--- src/rtl/scr_pkg.sv ---
// scr_pkg: constants shared by both ends of the sync character receiver
// assumes: one clk_sys domain for the parallel side, 32-bit apb on the host
package scr_pkg;

  // ----------------------------------------------------------------
  // character format
  // ----------------------------------------------------------------
  localparam int CHAR_MAX = 8;
  localparam logic [3:0] CHAR_MIN_LEN = 4'h5;
  localparam int SYNC_STAGES = 2;

  // ----------------------------------------------------------------
  // control byte layout (captured by the config load strobe)
  // ----------------------------------------------------------------
  localparam int CFG_LEN_LSB = 0;
  localparam int CFG_PAR_OFF = 2;
  localparam int CFG_PAR_EVEN = 3;
  localparam int CFG_MODE_LSB = 4;
  localparam logic [2:0] MODE_SYNC_INT = 3'h7;
  localparam logic [7:0] CFG_RESET = 8'h77;
  localparam logic [7:0] MATCH_RESET = 8'h00;

  // ----------------------------------------------------------------
  // host register map (byte addresses)
  // ----------------------------------------------------------------
  localparam logic [7:0] ADDR_CFG = 8'h00;
  localparam logic [7:0] ADDR_CTRL = 8'h04;
  localparam logic [7:0] ADDR_MATCH = 8'h08;
  localparam logic [7:0] ADDR_CMD = 8'h0c;
  localparam logic [7:0] ADDR_DATA = 8'h10;
  localparam logic [7:0] ADDR_STATUS = 8'h14;
  localparam logic [7:0] ADDR_IRQ_STAT = 8'h18;
  localparam logic [7:0] ADDR_IRQ_MASK = 8'h1c;
  localparam logic [1:0] CTRL_RESET = 2'h0;
  localparam int CTRL_DISABLE = 0;
  localparam int CTRL_MCLEAR = 1;
  localparam int CMD_LOAD_CFG = 0;
  localparam int CMD_LOAD_MATCH = 1;
  localparam int CMD_CLR_ERR = 2;
  localparam int CMD_CLR_RX = 3;
  localparam int IRQ_RX = 0;
  localparam int IRQ_SYNC = 1;
  localparam int IRQ_ERR = 2;
  localparam logic [2:0] IRQ_RESET = 3'h0;

  typedef enum logic [1:0] {
    SCR_HUNT = 2'b00,
    SCR_LOCKED = 2'b01
  } scr_state_e;

endpackage : scr_pkg

--- src/rtl/scr_link_if.sv ---
// scr_link_if: parallel side between the receiver and its control logic
// assumes: every signal changes on clk_sys; outputs of the receiver that
// can float come with an enable, high while the receiver drives them
interface scr_link_if;
  logic [2:0] rx_mode_select;
  logic [7:0] sync_match_value;
  logic [1:0] char_length_select;
  logic parity_off;
  logic parity_even_select;
  logic config_load_strobe;
  logic sync_match_load;
  logic error_flags_clear_n;
  logic char_received_clear_n;
  logic chip_io_disable;
  logic master_clear;
  logic [8:0] rx_char_out;
  logic parity_err_flag;
  logic framing_err_flag;
  logic overrun_err_flag;
  logic out_oe;
  logic char_received_flag;
  logic sync_found;

  modport dev (
    input rx_mode_select, sync_match_value, char_length_select, parity_off,
    input parity_even_select, config_load_strobe, sync_match_load,
    input error_flags_clear_n, char_received_clear_n, chip_io_disable,
    input master_clear,
    output rx_char_out, parity_err_flag, framing_err_flag, overrun_err_flag,
    output out_oe, char_received_flag, sync_found
  );

  modport host (
    output rx_mode_select, sync_match_value, char_length_select, parity_off,
    output parity_even_select, config_load_strobe, sync_match_load,
    output error_flags_clear_n, char_received_clear_n, chip_io_disable,
    output master_clear,
    input rx_char_out, parity_err_flag, framing_err_flag, overrun_err_flag,
    input out_oe, char_received_flag, sync_found
  );
endinterface : scr_link_if

--- src/rtl/scr_sync.sv ---
// scr_sync: two-flop synchroniser for pin levels, rising edge of bit 0
// assumes: inputs are asynchronous to clk_sys
module scr_sync
  import scr_pkg::*;
#(
  parameter int W = 1
) (
  // clock and reset
  input wire logic clk_sys,
  input wire logic rst,
  // levels
  input wire logic [W-1:0] d,
  output logic [W-1:0] q,
  output logic rise
);
  logic [W-1:0] meta_q;
  logic [W-1:0] sync_q;
  logic prev_q;

  always_ff @(posedge clk_sys) begin
    if (rst) begin
      meta_q <= '0;
      sync_q <= '0;
      prev_q <= 1'b0;
    end else begin
      meta_q <= d;
      sync_q <= meta_q;
      prev_q <= sync_q[0];
    end
  end

  assign q = sync_q;
  assign rise = sync_q[0] & ~prev_q;
endmodule : scr_sync

--- src/rtl/scr_receiver.sv ---
// scr_receiver: character-synchronising serial receiver (device end)
// assumes: bit clock and serial data arrive from a modem, asynchronous to
// clk_sys; the parallel side is driven by control logic on clk_sys
//
// Operation
// - accept back-to-back characters, no start/stop bits
// - frame fixed-length characters by sync pattern match
// - internal or external sync chosen by config
// - host selects internal sync mode; here the mode comes from CFG bits 6:4, internal sync at reset
// - mode select captured by config load strobe
// - mode select all high means internal sync
// - match register takes 8 bits on its strobe
// - short words keep low match bits only
// - config byte captured by config load strobe
// - length select chooses 5 to 8 bits
// - disable ignores inputs, floats gated outputs; here master_clear still acts while disabled
// - disable gates strobes, clears, config, data, flags
// - host holds disable low; here CTRL bit 0 drives it, low at reset
// - right-justified data, upper zero, parity ninth
// - first sync shows match, later set received
// - odd, even or no parity after last bit
// - low clears reset error or received flags
//
// Design decisions made here: the placing of the registers and the APB interface to the registers.
module scr_receiver
  import scr_pkg::*;
(
  // clock and reset
  input wire logic clk_sys,
  input wire logic rst,
  // serial side
  input wire logic rx_bit_clock,
  input wire logic serial_in,
  input wire logic ext_sync_in,
  // parallel side
  scr_link_if.dev link
);

  // ----------------------------------------------------------------
  // pin sampling
  // ----------------------------------------------------------------
  logic [2:0] pins_q;
  logic bit_tick;
  logic bit_val;
  logic ext_mark;

  scr_sync #(.W(3)) u_sync (
    .clk_sys(clk_sys),
    .rst(rst),
    .d({ext_sync_in, serial_in, rx_bit_clock}),
    .q(pins_q),
    .rise(bit_tick)
  );

  assign bit_val = pins_q[1];
  assign ext_mark = pins_q[2];

  // ----------------------------------------------------------------
  // gated parallel inputs
  // ----------------------------------------------------------------
  logic en;
  logic cfg_load;
  logic match_load;
  logic err_clear;
  logic rx_clear;

  assign en = ~link.chip_io_disable;
  assign cfg_load = en & link.config_load_strobe;
  assign match_load = en & link.sync_match_load;
  assign err_clear = en & ~link.error_flags_clear_n;
  assign rx_clear = en & ~link.char_received_clear_n;

  // ----------------------------------------------------------------
  // control and match registers
  // ----------------------------------------------------------------
  logic [7:0] cfg_q;
  logic [7:0] match_q;
  logic [3:0] len_n;
  logic par_en;
  logic par_even;
  logic int_sync;
  logic [7:0] len_mask;

  always_ff @(posedge clk_sys) begin
    if (rst) begin
      cfg_q <= CFG_RESET;
    end else if (cfg_load) begin
      cfg_q <= {1'b0, link.rx_mode_select, link.parity_even_select,
                link.parity_off, link.char_length_select};
    end
  end

  assign len_n = CHAR_MIN_LEN + {2'b00, cfg_q[CFG_LEN_LSB +: 2]};
  assign par_en = ~cfg_q[CFG_PAR_OFF];
  assign par_even = cfg_q[CFG_PAR_EVEN];
  assign int_sync = cfg_q[CFG_MODE_LSB +: 3] == MODE_SYNC_INT;
  assign len_mask = 8'hff >> (4'h8 - len_n);

  always_ff @(posedge clk_sys) begin
    if (rst) begin
      match_q <= MATCH_RESET;
    end else if (match_load) begin
      match_q <= link.sync_match_value & len_mask;
    end
  end

  // ----------------------------------------------------------------
  // shift register and character view
  // ----------------------------------------------------------------
  logic [7:0] shreg_q;
  logic [7:0] sr_next;
  logic [7:0] hunt_word;
  logic [7:0] data_word;
  logic par_bit;
  logic par_bad;

  // newest bit enters at the top, so the low bits line up after a shift
  assign sr_next = {bit_val, shreg_q[7:1]};
  assign hunt_word = sr_next >> (4'h8 - len_n);
  assign data_word = (par_en ? shreg_q : sr_next) >> (4'h8 - len_n);
  assign par_bit = par_en & bit_val;
  assign par_bad = par_en & ((^data_word ^ par_bit) == par_even);

  always_ff @(posedge clk_sys) begin
    if (rst) begin
      shreg_q <= 8'h00;
    end else if (bit_tick) begin
      shreg_q <= sr_next;
    end
  end

  // ----------------------------------------------------------------
  // framing state
  // ----------------------------------------------------------------
  scr_state_e state_q;
  logic [3:0] remain_q;
  logic [3:0] frame_n;
  logic hit;
  logic xfer;

  assign frame_n = len_n + {3'b000, par_en};
  // a match is taken on any bit, with no alignment to earlier ones
  assign hit = bit_tick & (state_q == SCR_HUNT) &
               (int_sync ? (hunt_word == match_q) : ext_mark);
  assign xfer = bit_tick & (state_q == SCR_LOCKED) & (remain_q == 4'h1);

  always_ff @(posedge clk_sys) begin
    if (rst || link.master_clear) begin
      state_q <= SCR_HUNT;
      remain_q <= 4'h0;
    end else begin
      unique case (state_q)
        SCR_HUNT: begin
          if (hit && int_sync) begin
            // the sync character's own parity bit is skipped
            state_q <= SCR_LOCKED;
            remain_q <= frame_n + {3'b000, par_en};
          end else if (hit) begin
            // external mark flags the first bit of a character
            state_q <= SCR_LOCKED;
            remain_q <= frame_n - 4'h1;
          end
        end
        SCR_LOCKED: begin
          if (xfer) begin
            remain_q <= frame_n;
          end else if (bit_tick) begin
            remain_q <= remain_q - 4'h1;
          end
        end
        default: begin
          state_q <= SCR_HUNT;
        end
      endcase
    end
  end

  // ----------------------------------------------------------------
  // holding register
  // ----------------------------------------------------------------
  logic [8:0] hold_q;

  always_ff @(posedge clk_sys) begin
    if (rst) begin
      hold_q <= 9'h000;
    end else if (xfer) begin
      hold_q <= {par_bit, data_word};
    end
  end

  // ----------------------------------------------------------------
  // flags
  // ----------------------------------------------------------------
  logic found_q;
  logic dr_q;
  logic pe_q;
  logic oe_q;

  always_ff @(posedge clk_sys) begin
    if (rst || link.master_clear) begin
      found_q <= 1'b0;
    end else if (hit) begin
      found_q <= 1'b1;
    end
  end

  // set wins over a clear in the same cycle
  always_ff @(posedge clk_sys) begin
    if (rst || link.master_clear) begin
      dr_q <= 1'b0;
    end else if (xfer) begin
      dr_q <= 1'b1;
    end else if (rx_clear) begin
      dr_q <= 1'b0;
    end
  end

  always_ff @(posedge clk_sys) begin
    if (rst || link.master_clear) begin
      pe_q <= 1'b0;
    end else if (xfer && par_bad) begin
      pe_q <= 1'b1;
    end else if (err_clear) begin
      pe_q <= 1'b0;
    end
  end

  // overrun: a new character lands while the last is still unread
  always_ff @(posedge clk_sys) begin
    if (rst || link.master_clear) begin
      oe_q <= 1'b0;
    end else if (xfer && dr_q && !rx_clear) begin
      oe_q <= 1'b1;
    end else if (err_clear) begin
      oe_q <= 1'b0;
    end
  end

  // ----------------------------------------------------------------
  // outputs
  // ----------------------------------------------------------------
  assign link.out_oe = en;
  assign link.rx_char_out = hold_q;
  assign link.parity_err_flag = pe_q;
  assign link.framing_err_flag = 1'b0;
  assign link.overrun_err_flag = oe_q;
  assign link.char_received_flag = dr_q;
  assign link.sync_found = found_q;

endmodule : scr_receiver

--- src/flat_wrapper.sv ---
// flat-port wrapper written by rule: the top's interface ports become plain ports
module scr_receiver_flat import scr_pkg::*;
  (clk_sys, rst, rx_bit_clock, serial_in, ext_sync_in, link_rx_mode_select, link_sync_match_value, link_char_length_select, link_parity_off, link_parity_even_select, link_config_load_strobe, link_sync_match_load, link_error_flags_clear_n, link_char_received_clear_n, link_chip_io_disable, link_master_clear, link_rx_char_out, link_parity_err_flag, link_framing_err_flag, link_overrun_err_flag, link_out_oe, link_char_received_flag, link_sync_found);
  scr_link_if link_i ();
  input wire logic clk_sys;
  input wire logic rst;
  input wire logic rx_bit_clock;
  input wire logic serial_in;
  input wire logic ext_sync_in;
  input wire logic [$bits(link_i.rx_mode_select)-1:0] link_rx_mode_select;
  input wire logic [$bits(link_i.sync_match_value)-1:0] link_sync_match_value;
  input wire logic [$bits(link_i.char_length_select)-1:0] link_char_length_select;
  input wire logic [$bits(link_i.parity_off)-1:0] link_parity_off;
  input wire logic [$bits(link_i.parity_even_select)-1:0] link_parity_even_select;
  input wire logic [$bits(link_i.config_load_strobe)-1:0] link_config_load_strobe;
  input wire logic [$bits(link_i.sync_match_load)-1:0] link_sync_match_load;
  input wire logic [$bits(link_i.error_flags_clear_n)-1:0] link_error_flags_clear_n;
  input wire logic [$bits(link_i.char_received_clear_n)-1:0] link_char_received_clear_n;
  input wire logic [$bits(link_i.chip_io_disable)-1:0] link_chip_io_disable;
  input wire logic [$bits(link_i.master_clear)-1:0] link_master_clear;
  output wire logic [$bits(link_i.rx_char_out)-1:0] link_rx_char_out;
  output wire logic [$bits(link_i.parity_err_flag)-1:0] link_parity_err_flag;
  output wire logic [$bits(link_i.framing_err_flag)-1:0] link_framing_err_flag;
  output wire logic [$bits(link_i.overrun_err_flag)-1:0] link_overrun_err_flag;
  output wire logic [$bits(link_i.out_oe)-1:0] link_out_oe;
  output wire logic [$bits(link_i.char_received_flag)-1:0] link_char_received_flag;
  output wire logic [$bits(link_i.sync_found)-1:0] link_sync_found;
  assign link_i.rx_mode_select = link_rx_mode_select;
  assign link_i.sync_match_value = link_sync_match_value;
  assign link_i.char_length_select = link_char_length_select;
  assign link_i.parity_off = link_parity_off;
  assign link_i.parity_even_select = link_parity_even_select;
  assign link_i.config_load_strobe = link_config_load_strobe;
  assign link_i.sync_match_load = link_sync_match_load;
  assign link_i.error_flags_clear_n = link_error_flags_clear_n;
  assign link_i.char_received_clear_n = link_char_received_clear_n;
  assign link_i.chip_io_disable = link_chip_io_disable;
  assign link_i.master_clear = link_master_clear;
  assign link_rx_char_out = link_i.rx_char_out;
  assign link_parity_err_flag = link_i.parity_err_flag;
  assign link_framing_err_flag = link_i.framing_err_flag;
  assign link_overrun_err_flag = link_i.overrun_err_flag;
  assign link_out_oe = link_i.out_oe;
  assign link_char_received_flag = link_i.char_received_flag;
  assign link_sync_found = link_i.sync_found;
  scr_receiver u_core (.clk_sys(clk_sys), .rst(rst), .rx_bit_clock(rx_bit_clock), .serial_in(serial_in), .ext_sync_in(ext_sync_in), .link(link_i));
endmodule
--- config.mk ---
export PLATFORM = sky130hd
export DESIGN_NAME = scr_receiver_flat
export DESIGN_NICKNAME = d
export VERILOG_FILES = /design/src/rtl/scr_pkg.sv /design/src/rtl/scr_link_if.sv /design/src/rtl/scr_sync.sv /design/src/rtl/scr_receiver.sv /design/src/flat_wrapper.sv
export SDC_FILE = /design/constraint.sdc
export NUM_CORES = 1
export LEC_CHECK = 0
export BUFFER_PORTS_ARGS = -buffer_cell sky130_fd_sc_hd__buf_2
export CAP_MARGIN = 20
export CORE_ASPECT_RATIO = 1.1
export CORE_UTILIZATION = 43
export CTS_CLUSTER_DIAMETER = 60
export DETAILED_ROUTE_END_ITERATION = 8
export SYNTH_ARGS = -nofsm -noshare
export SYNTH_HDL_FRONTEND = slang
export SYNTH_SLANG_ARGS = --single-unit
export TNS_END_PERCENT = 30
--- constraint.sdc ---
create_clock -name clk_sys -period 4.3 [get_ports clk_sys]
set_clock_uncertainty 0.1 [all_clocks]
set_input_delay 1.29 -clock clk_sys [delete_from_list [all_inputs] [get_ports clk_sys]]
set_output_delay 1.29 -clock clk_sys [all_outputs]
set_load 0.02 [all_outputs]
### Yosys cells after proc, flatten, opt, wreduce, memory -nomap -nowiden

Cells that the tools add are included.

* shift-type cells: 3
* eq/ne operators: 7
* add/subtract/negate cells: 6
* muxes and demuxes: 15
* reduce and logical (&&, ||, !) cells: 14
* bitwise operators: 19

Operators with widths (count)
* $mux 4: 4
* $shr 8x4->8: 2
* $and 1x1->1: 11
* $add 4x1->4: 2
* $and 8x8->8: 1
* $eq 8x8->1: 1
* $mux 8: 1
* $pmux 4 s2: 1
* $reduce_bool 2->1: 4
* $reduce_xor 8->1: 1
* $shr 8x4->8 const A: 1
* $sub 4x1->4 const B: 2
* $mux 1: 6
* $not 1->1: 6
* $add 3x2->4 const A: 1
* $eq 4x1->1 const B: 1
* $logic_and 1x1->1: 4
* $mux 2: 2
* $pmux 2 s2: 1
* $sub 4x4->4 const A: 1
* $eq 3x3->1 const B: 1
* $ne 3x1->1 const B: 1
* $ne 3x2->1 const B: 1
* $reduce_and 3->1: 1
* 7 further kinds: 7

* output and inout port bits: 15
* logic and storage cells: 77
* register bits: 49

### Longest topological paths before layout

* word-level depth: 9
* gate-level depth with buffers: 19
* gate-level depth less buffers: 15

### Hierarchy

Synthesis repeated with hierarchy kept, for this count alone.

* cells, all modules: 340
* area total of the unflattened synthesis: 2990.4 µm²

Modules (own cells, without submodules)
* scr_receiver: area an instance 2800.2 µm², cells an instance 325, instances 1
* scr_sync: area an instance 190.2 µm², cells an instance 15, instances 1

### Worst setup path after synthesis

Ideal clock, no wire load.

* kind: reg2reg
* start point: register u_core.cfg_q[0]
* end point: register u_core.remain_q[2]
* path slack: 325 ps
* arrival time: 3754 ps
* buffers on the path: 2
* library setup time: 122 ps
* stages on the path, launching flop included: 15
* cells stage by stage: dfxtp_1 > buf_2 > clkinv_1 > ha_1 > buf_6 > mux4_2 > nor4b_2 > a41oi_1 > and2_1 > or4_1 > ha_1 > ha_1 > mux2i_1 > o31ai_1 > o311a_1

* cells in the longest elaborated chain, start to end: 9
* elaborated cells on any way between the ends: 16

RTL lines
* start: declaration: RTL line scr_receiver.sv:76 `logic [7:0] cfg_q;`
* start signal: assignment: RTL line scr_receiver.sv:88 `cfg_q <= {1'b0, link.rx_mode_select, link.parity_even_select,`
* $add 3x2->4 *: RTL line scr_receiver.sv:93 `assign len_n = CHAR_MIN_LEN + {2'b00, cfg_q[CFG_LEN_LSB +: 2]};`
* $sub 4x4->4: RTL line scr_receiver.sv:119 `assign hunt_word = sr_next >> (4'h8 - len_n);`
* $shr 8x4->8: RTL line scr_receiver.sv:119
* $eq 8x8->1: RTL line scr_receiver.sv:144 `(int_sync ? (hunt_word == match_q) : ext_mark);`
* $mux 1: RTL line scr_receiver.sv:144
* $and 1x1->1: RTL line scr_receiver.sv:143 `assign hit = bit_tick & (state_q == SCR_HUNT) &`
* $logic_and 1x1->1: RTL line scr_receiver.sv:154 `if (hit && int_sync) begin`
* $ne 3x2->1 (no line) or $mux 4 (tied branches)
* $reduce_and 3->1 (no line) or $pmux 4 s2 (tied branches)
* end signal: assignment: RTL line scr_receiver.sv:157 `remain_q <= frame_n + {3'b000, par_en};`
* end signal: assignment: RTL line scr_receiver.sv:161 `remain_q <= frame_n - 4'h1;`
* end signal: assignment: RTL line scr_receiver.sv:166 `remain_q <= frame_n;`
* end: declaration: RTL line scr_receiver.sv:136 `logic [3:0] remain_q;`

Mark *: on every way between the ends. The rest lies on a longest branch, timed or not. The select of a mux whose other input is x is not followed.
A chain may end at the register's enable or synchronous reset.

### Worst setup path in the final report

* start point: register u_core.cfg_q[1]
* end point: register u_core.remain_q[2]

Same word-level chain as after synthesis.

==> metrics.yaml <==
gp_congestion: 0.902
cts.sink_count: 48
clockBufferDepth: 2
crit_chain: "inv_1 -> ha_1 -> buf_4 -> mux2_2 -> a211oi_1 -> o2111ai_1 -> a32oi_2 -> and3_1 -> xnor2_1 -> ha_1 -> nor2_1 -> nand3_1 -> o21ai_0 -> a41o_1 -> o311a_1"
syn_nets: 401
hold_buffers: 0
grt_setup_unrepaired: "false"
grt_use_total: 0.212
drtIter0Drc: 84
insertion_delay_ns: 0.30
leakage_nw: 1.34
hold_depth: 1
htree_levels: 2
drv_cap: 0
pin_count: 41
worst_pin_slew_ns: 0.972
nets: 428
dp_cells: 470
finalSetupViolations: 0
slew_headroom: 0.350
synthCells: 365
final_common_cell: "dfxtp_1"
vias: 2758
initial_utilization: 0.446
finalPower_mw: 0.972
synth_ff_type: "dfxtp_1"
grt_overflow: 0
drc: 0
critical_path_required_ns: 4.40
fp.dieH_um: 91.4
cp.arrival_ns: 3.97
hpwl_mm: 5.64
cpMostUsedCell: "ha_1"
path_class: "reg -> reg"
synth-edff-count: 0
synth_area_per_cell_um2: 8.56
viasPerCell: 5.78
drt-total-wl_mm: 7.84
die_area_mm2: 0.00761
p_switching_mw: 0.293
r2r-start: "u_core.cfg_q[1]"
ys_seq_elements: 48
numCtsBuffers: 5
hp-start: "u_core.u_sync.meta_q[1]"
dieWidth_um: 83.3
hold_class: "reg -> reg"
final_cells: 477
worstSetupStartpointType: "register"
diodes: 0
cts-root-buf: "clkbuf_8"
slew_viol_final: 0
ant_nets: 0
grt_max_degree: 42
p_int_mw: 0.680
period_share: 0.900
period_minus_slack_ns: 3.87
cts.clk_slew.worst_paths_ns: 0.09
syn-cell-area_mm2: 0.00312
setup_tns_ns: 0
r2r_slack_ns: 0.43
crit_fanout: 18
end_kind: "register"
detail_route.first_pass.iterations: 4
num_rows: 32
yosysWarningCount: 0
core_area_mm2: 0.00701
cts_setup_buffers: 0
crit_path_top_delay_cell: "dfxtp_1"
port_buffers: 39
outcome: "finished clean"
async_flop_share: 0
first_global_vias: 2674
ff2ff_path_depth: 15
synth_seq_area_share: 0.308
fmax_mhz: 258
swShare: 0.301
cts_resized: 0
cts_tree: "yes"
power-per-cell-area_mw_per_mm2: 282
synth_cell_types: 65
p_comb_frac: 0.234
areaGrowthSynthToFinish_pct: 10.5
critPathLaunch: "u_core.cfg_q[1]"
final_cell_mix: "dfxtp_1 (48), buf_2 (39), nand2_1 (37)"
critical_path.max_stage_delay_ns: 0.40
drive_gt1_frac: 0.196
ir_drop_v: 0.000127
p_clk_frac: 0.286
hold_viol_final: 0
routedWlPerCell_um: 16.4
grt_pass1_wl_mm: 13.0
antenna_found_initial: 0
seq_power_share: 0.480
-- power by group through the flow --
stage	logic, mW	registers, mW	clock network (mW)
4_1_cts	0.227	0.467	0.291
2_1_floorplan	0.170	0.473	0
6_report	0.228	0.467	0.278
3_5_place_dp	0.227	0.477	0
5_1_grt	0.251	0.468	0.304
3_3_place_gp	0.225	0.477	0
-- kinds of logic (layout without fill, tap and decap cells) --
family | count (synthesis) | in the layout | synth area share
AND/OR/NAND/NOR | 139 | 139 | 0.235
AO/OA/AOI/OAI | 89 | 89 | 0.196
flip-flops | 48 | 48 | 0.308
buffers and inverters | 37 | 64 | 0.0537
multiplexers | 27 | 27 | 0.120
XOR/XNOR | 14 | 14 | 0.0437
adder cells (fa/ha/maj) | 10 | 10 | 0.0425
other | 1 | 1 | 0.00120
-- routing by layer --
metal,vias up,track usage,share of wire
met5,-,0,0
met4,0,0.0905,0.016
met3,12,0.0291,0.031
met2,62,0.355,0.50
met1,1313,0.273,0.46
li1,1371,-,-
-- worst max-delay path: cells and delay by family (launching register included) --
family,cells,cell delay (ns)
xor+xnor,1,0.14
fa+ha+maj,2,0.62
simple gates,3,0.42
buf+inv,2,0.37
compound gates,6,1.32
flops,1,0.40
mux,1,0.40
-- sequential cells by signal, summed over array words and instances (netlist names) --
register and count:
u_core.cfg_q 7, u_core.link.char_received_flag 1, u_core.link.overrun_err_flag 1, u_core.link.parity_err_flag 1
u_core.link.rx_char_out 9, u_core.link.sync_found 1, u_core.match_q 8, u_core.remain_q 4
u_core.shreg_q 8, u_core.state_q 1, u_core.u_sync.meta_q 3, u_core.u_sync.prev_q 1
u_core.u_sync.q 3
-- final timing paths --
path                        endpoint
setup / recovery  u_core.remain_q[2]
hold / removal    u_core.u_sync.q[1]
setup reg to reg  u_core.remain_q[2]
hold reg to reg   u_core.u_sync.q[1]
-- cells in the mapped netlist, drive strengths merged (6+ instances only) --
cell | n | area (µm²)
nand2 | 37 | 139
mux4 | 8 | 180
ha | 9 | 113
buf | 14 | 81.3
clkbuf | 14 | 52.6
a21oi | 33 | 165
mux2i | 15 | 150
inv | 8 | 30.0
xnor2 | 9 | 78.8
o21ai | 12 | 60.1
nor3 | 15 | 75.1
a211oi | 6 | 45.0
dfxtp | 48 | 961
nor2b | 17 | 106
nand3 | 12 | 60.1
a211o | 6 | 52.6
nor2 | 25 | 93.8
-- metrics by stage --
stage,worst slack [ns],utilization,cell area (µm²),hold slack (ns)
final,0.430,0.492,3450,0.344
after detailed placement,0.443,0.479,3360,0.327
after floorplan,0.325,-,3120,0.314
after global placement,0.506,0.479,3360,0.320
after global routing,0.0902,0.492,3450,0.360
after CTS,0.408,0.492,3450,0.349
-- cell type report --
type | count | area [µm²]
flip-flops and latches | 48 | 961
multi-input cells | 280 | 1990
repair buffers | 48 | 263
well taps | 85 | 106
clock inverters | 1 | 8.76
inverters | 9 | 33.8
clock buffers | 6 | 82.6
fillers | 695 | 3560
(Power assumes the default switching activity.)
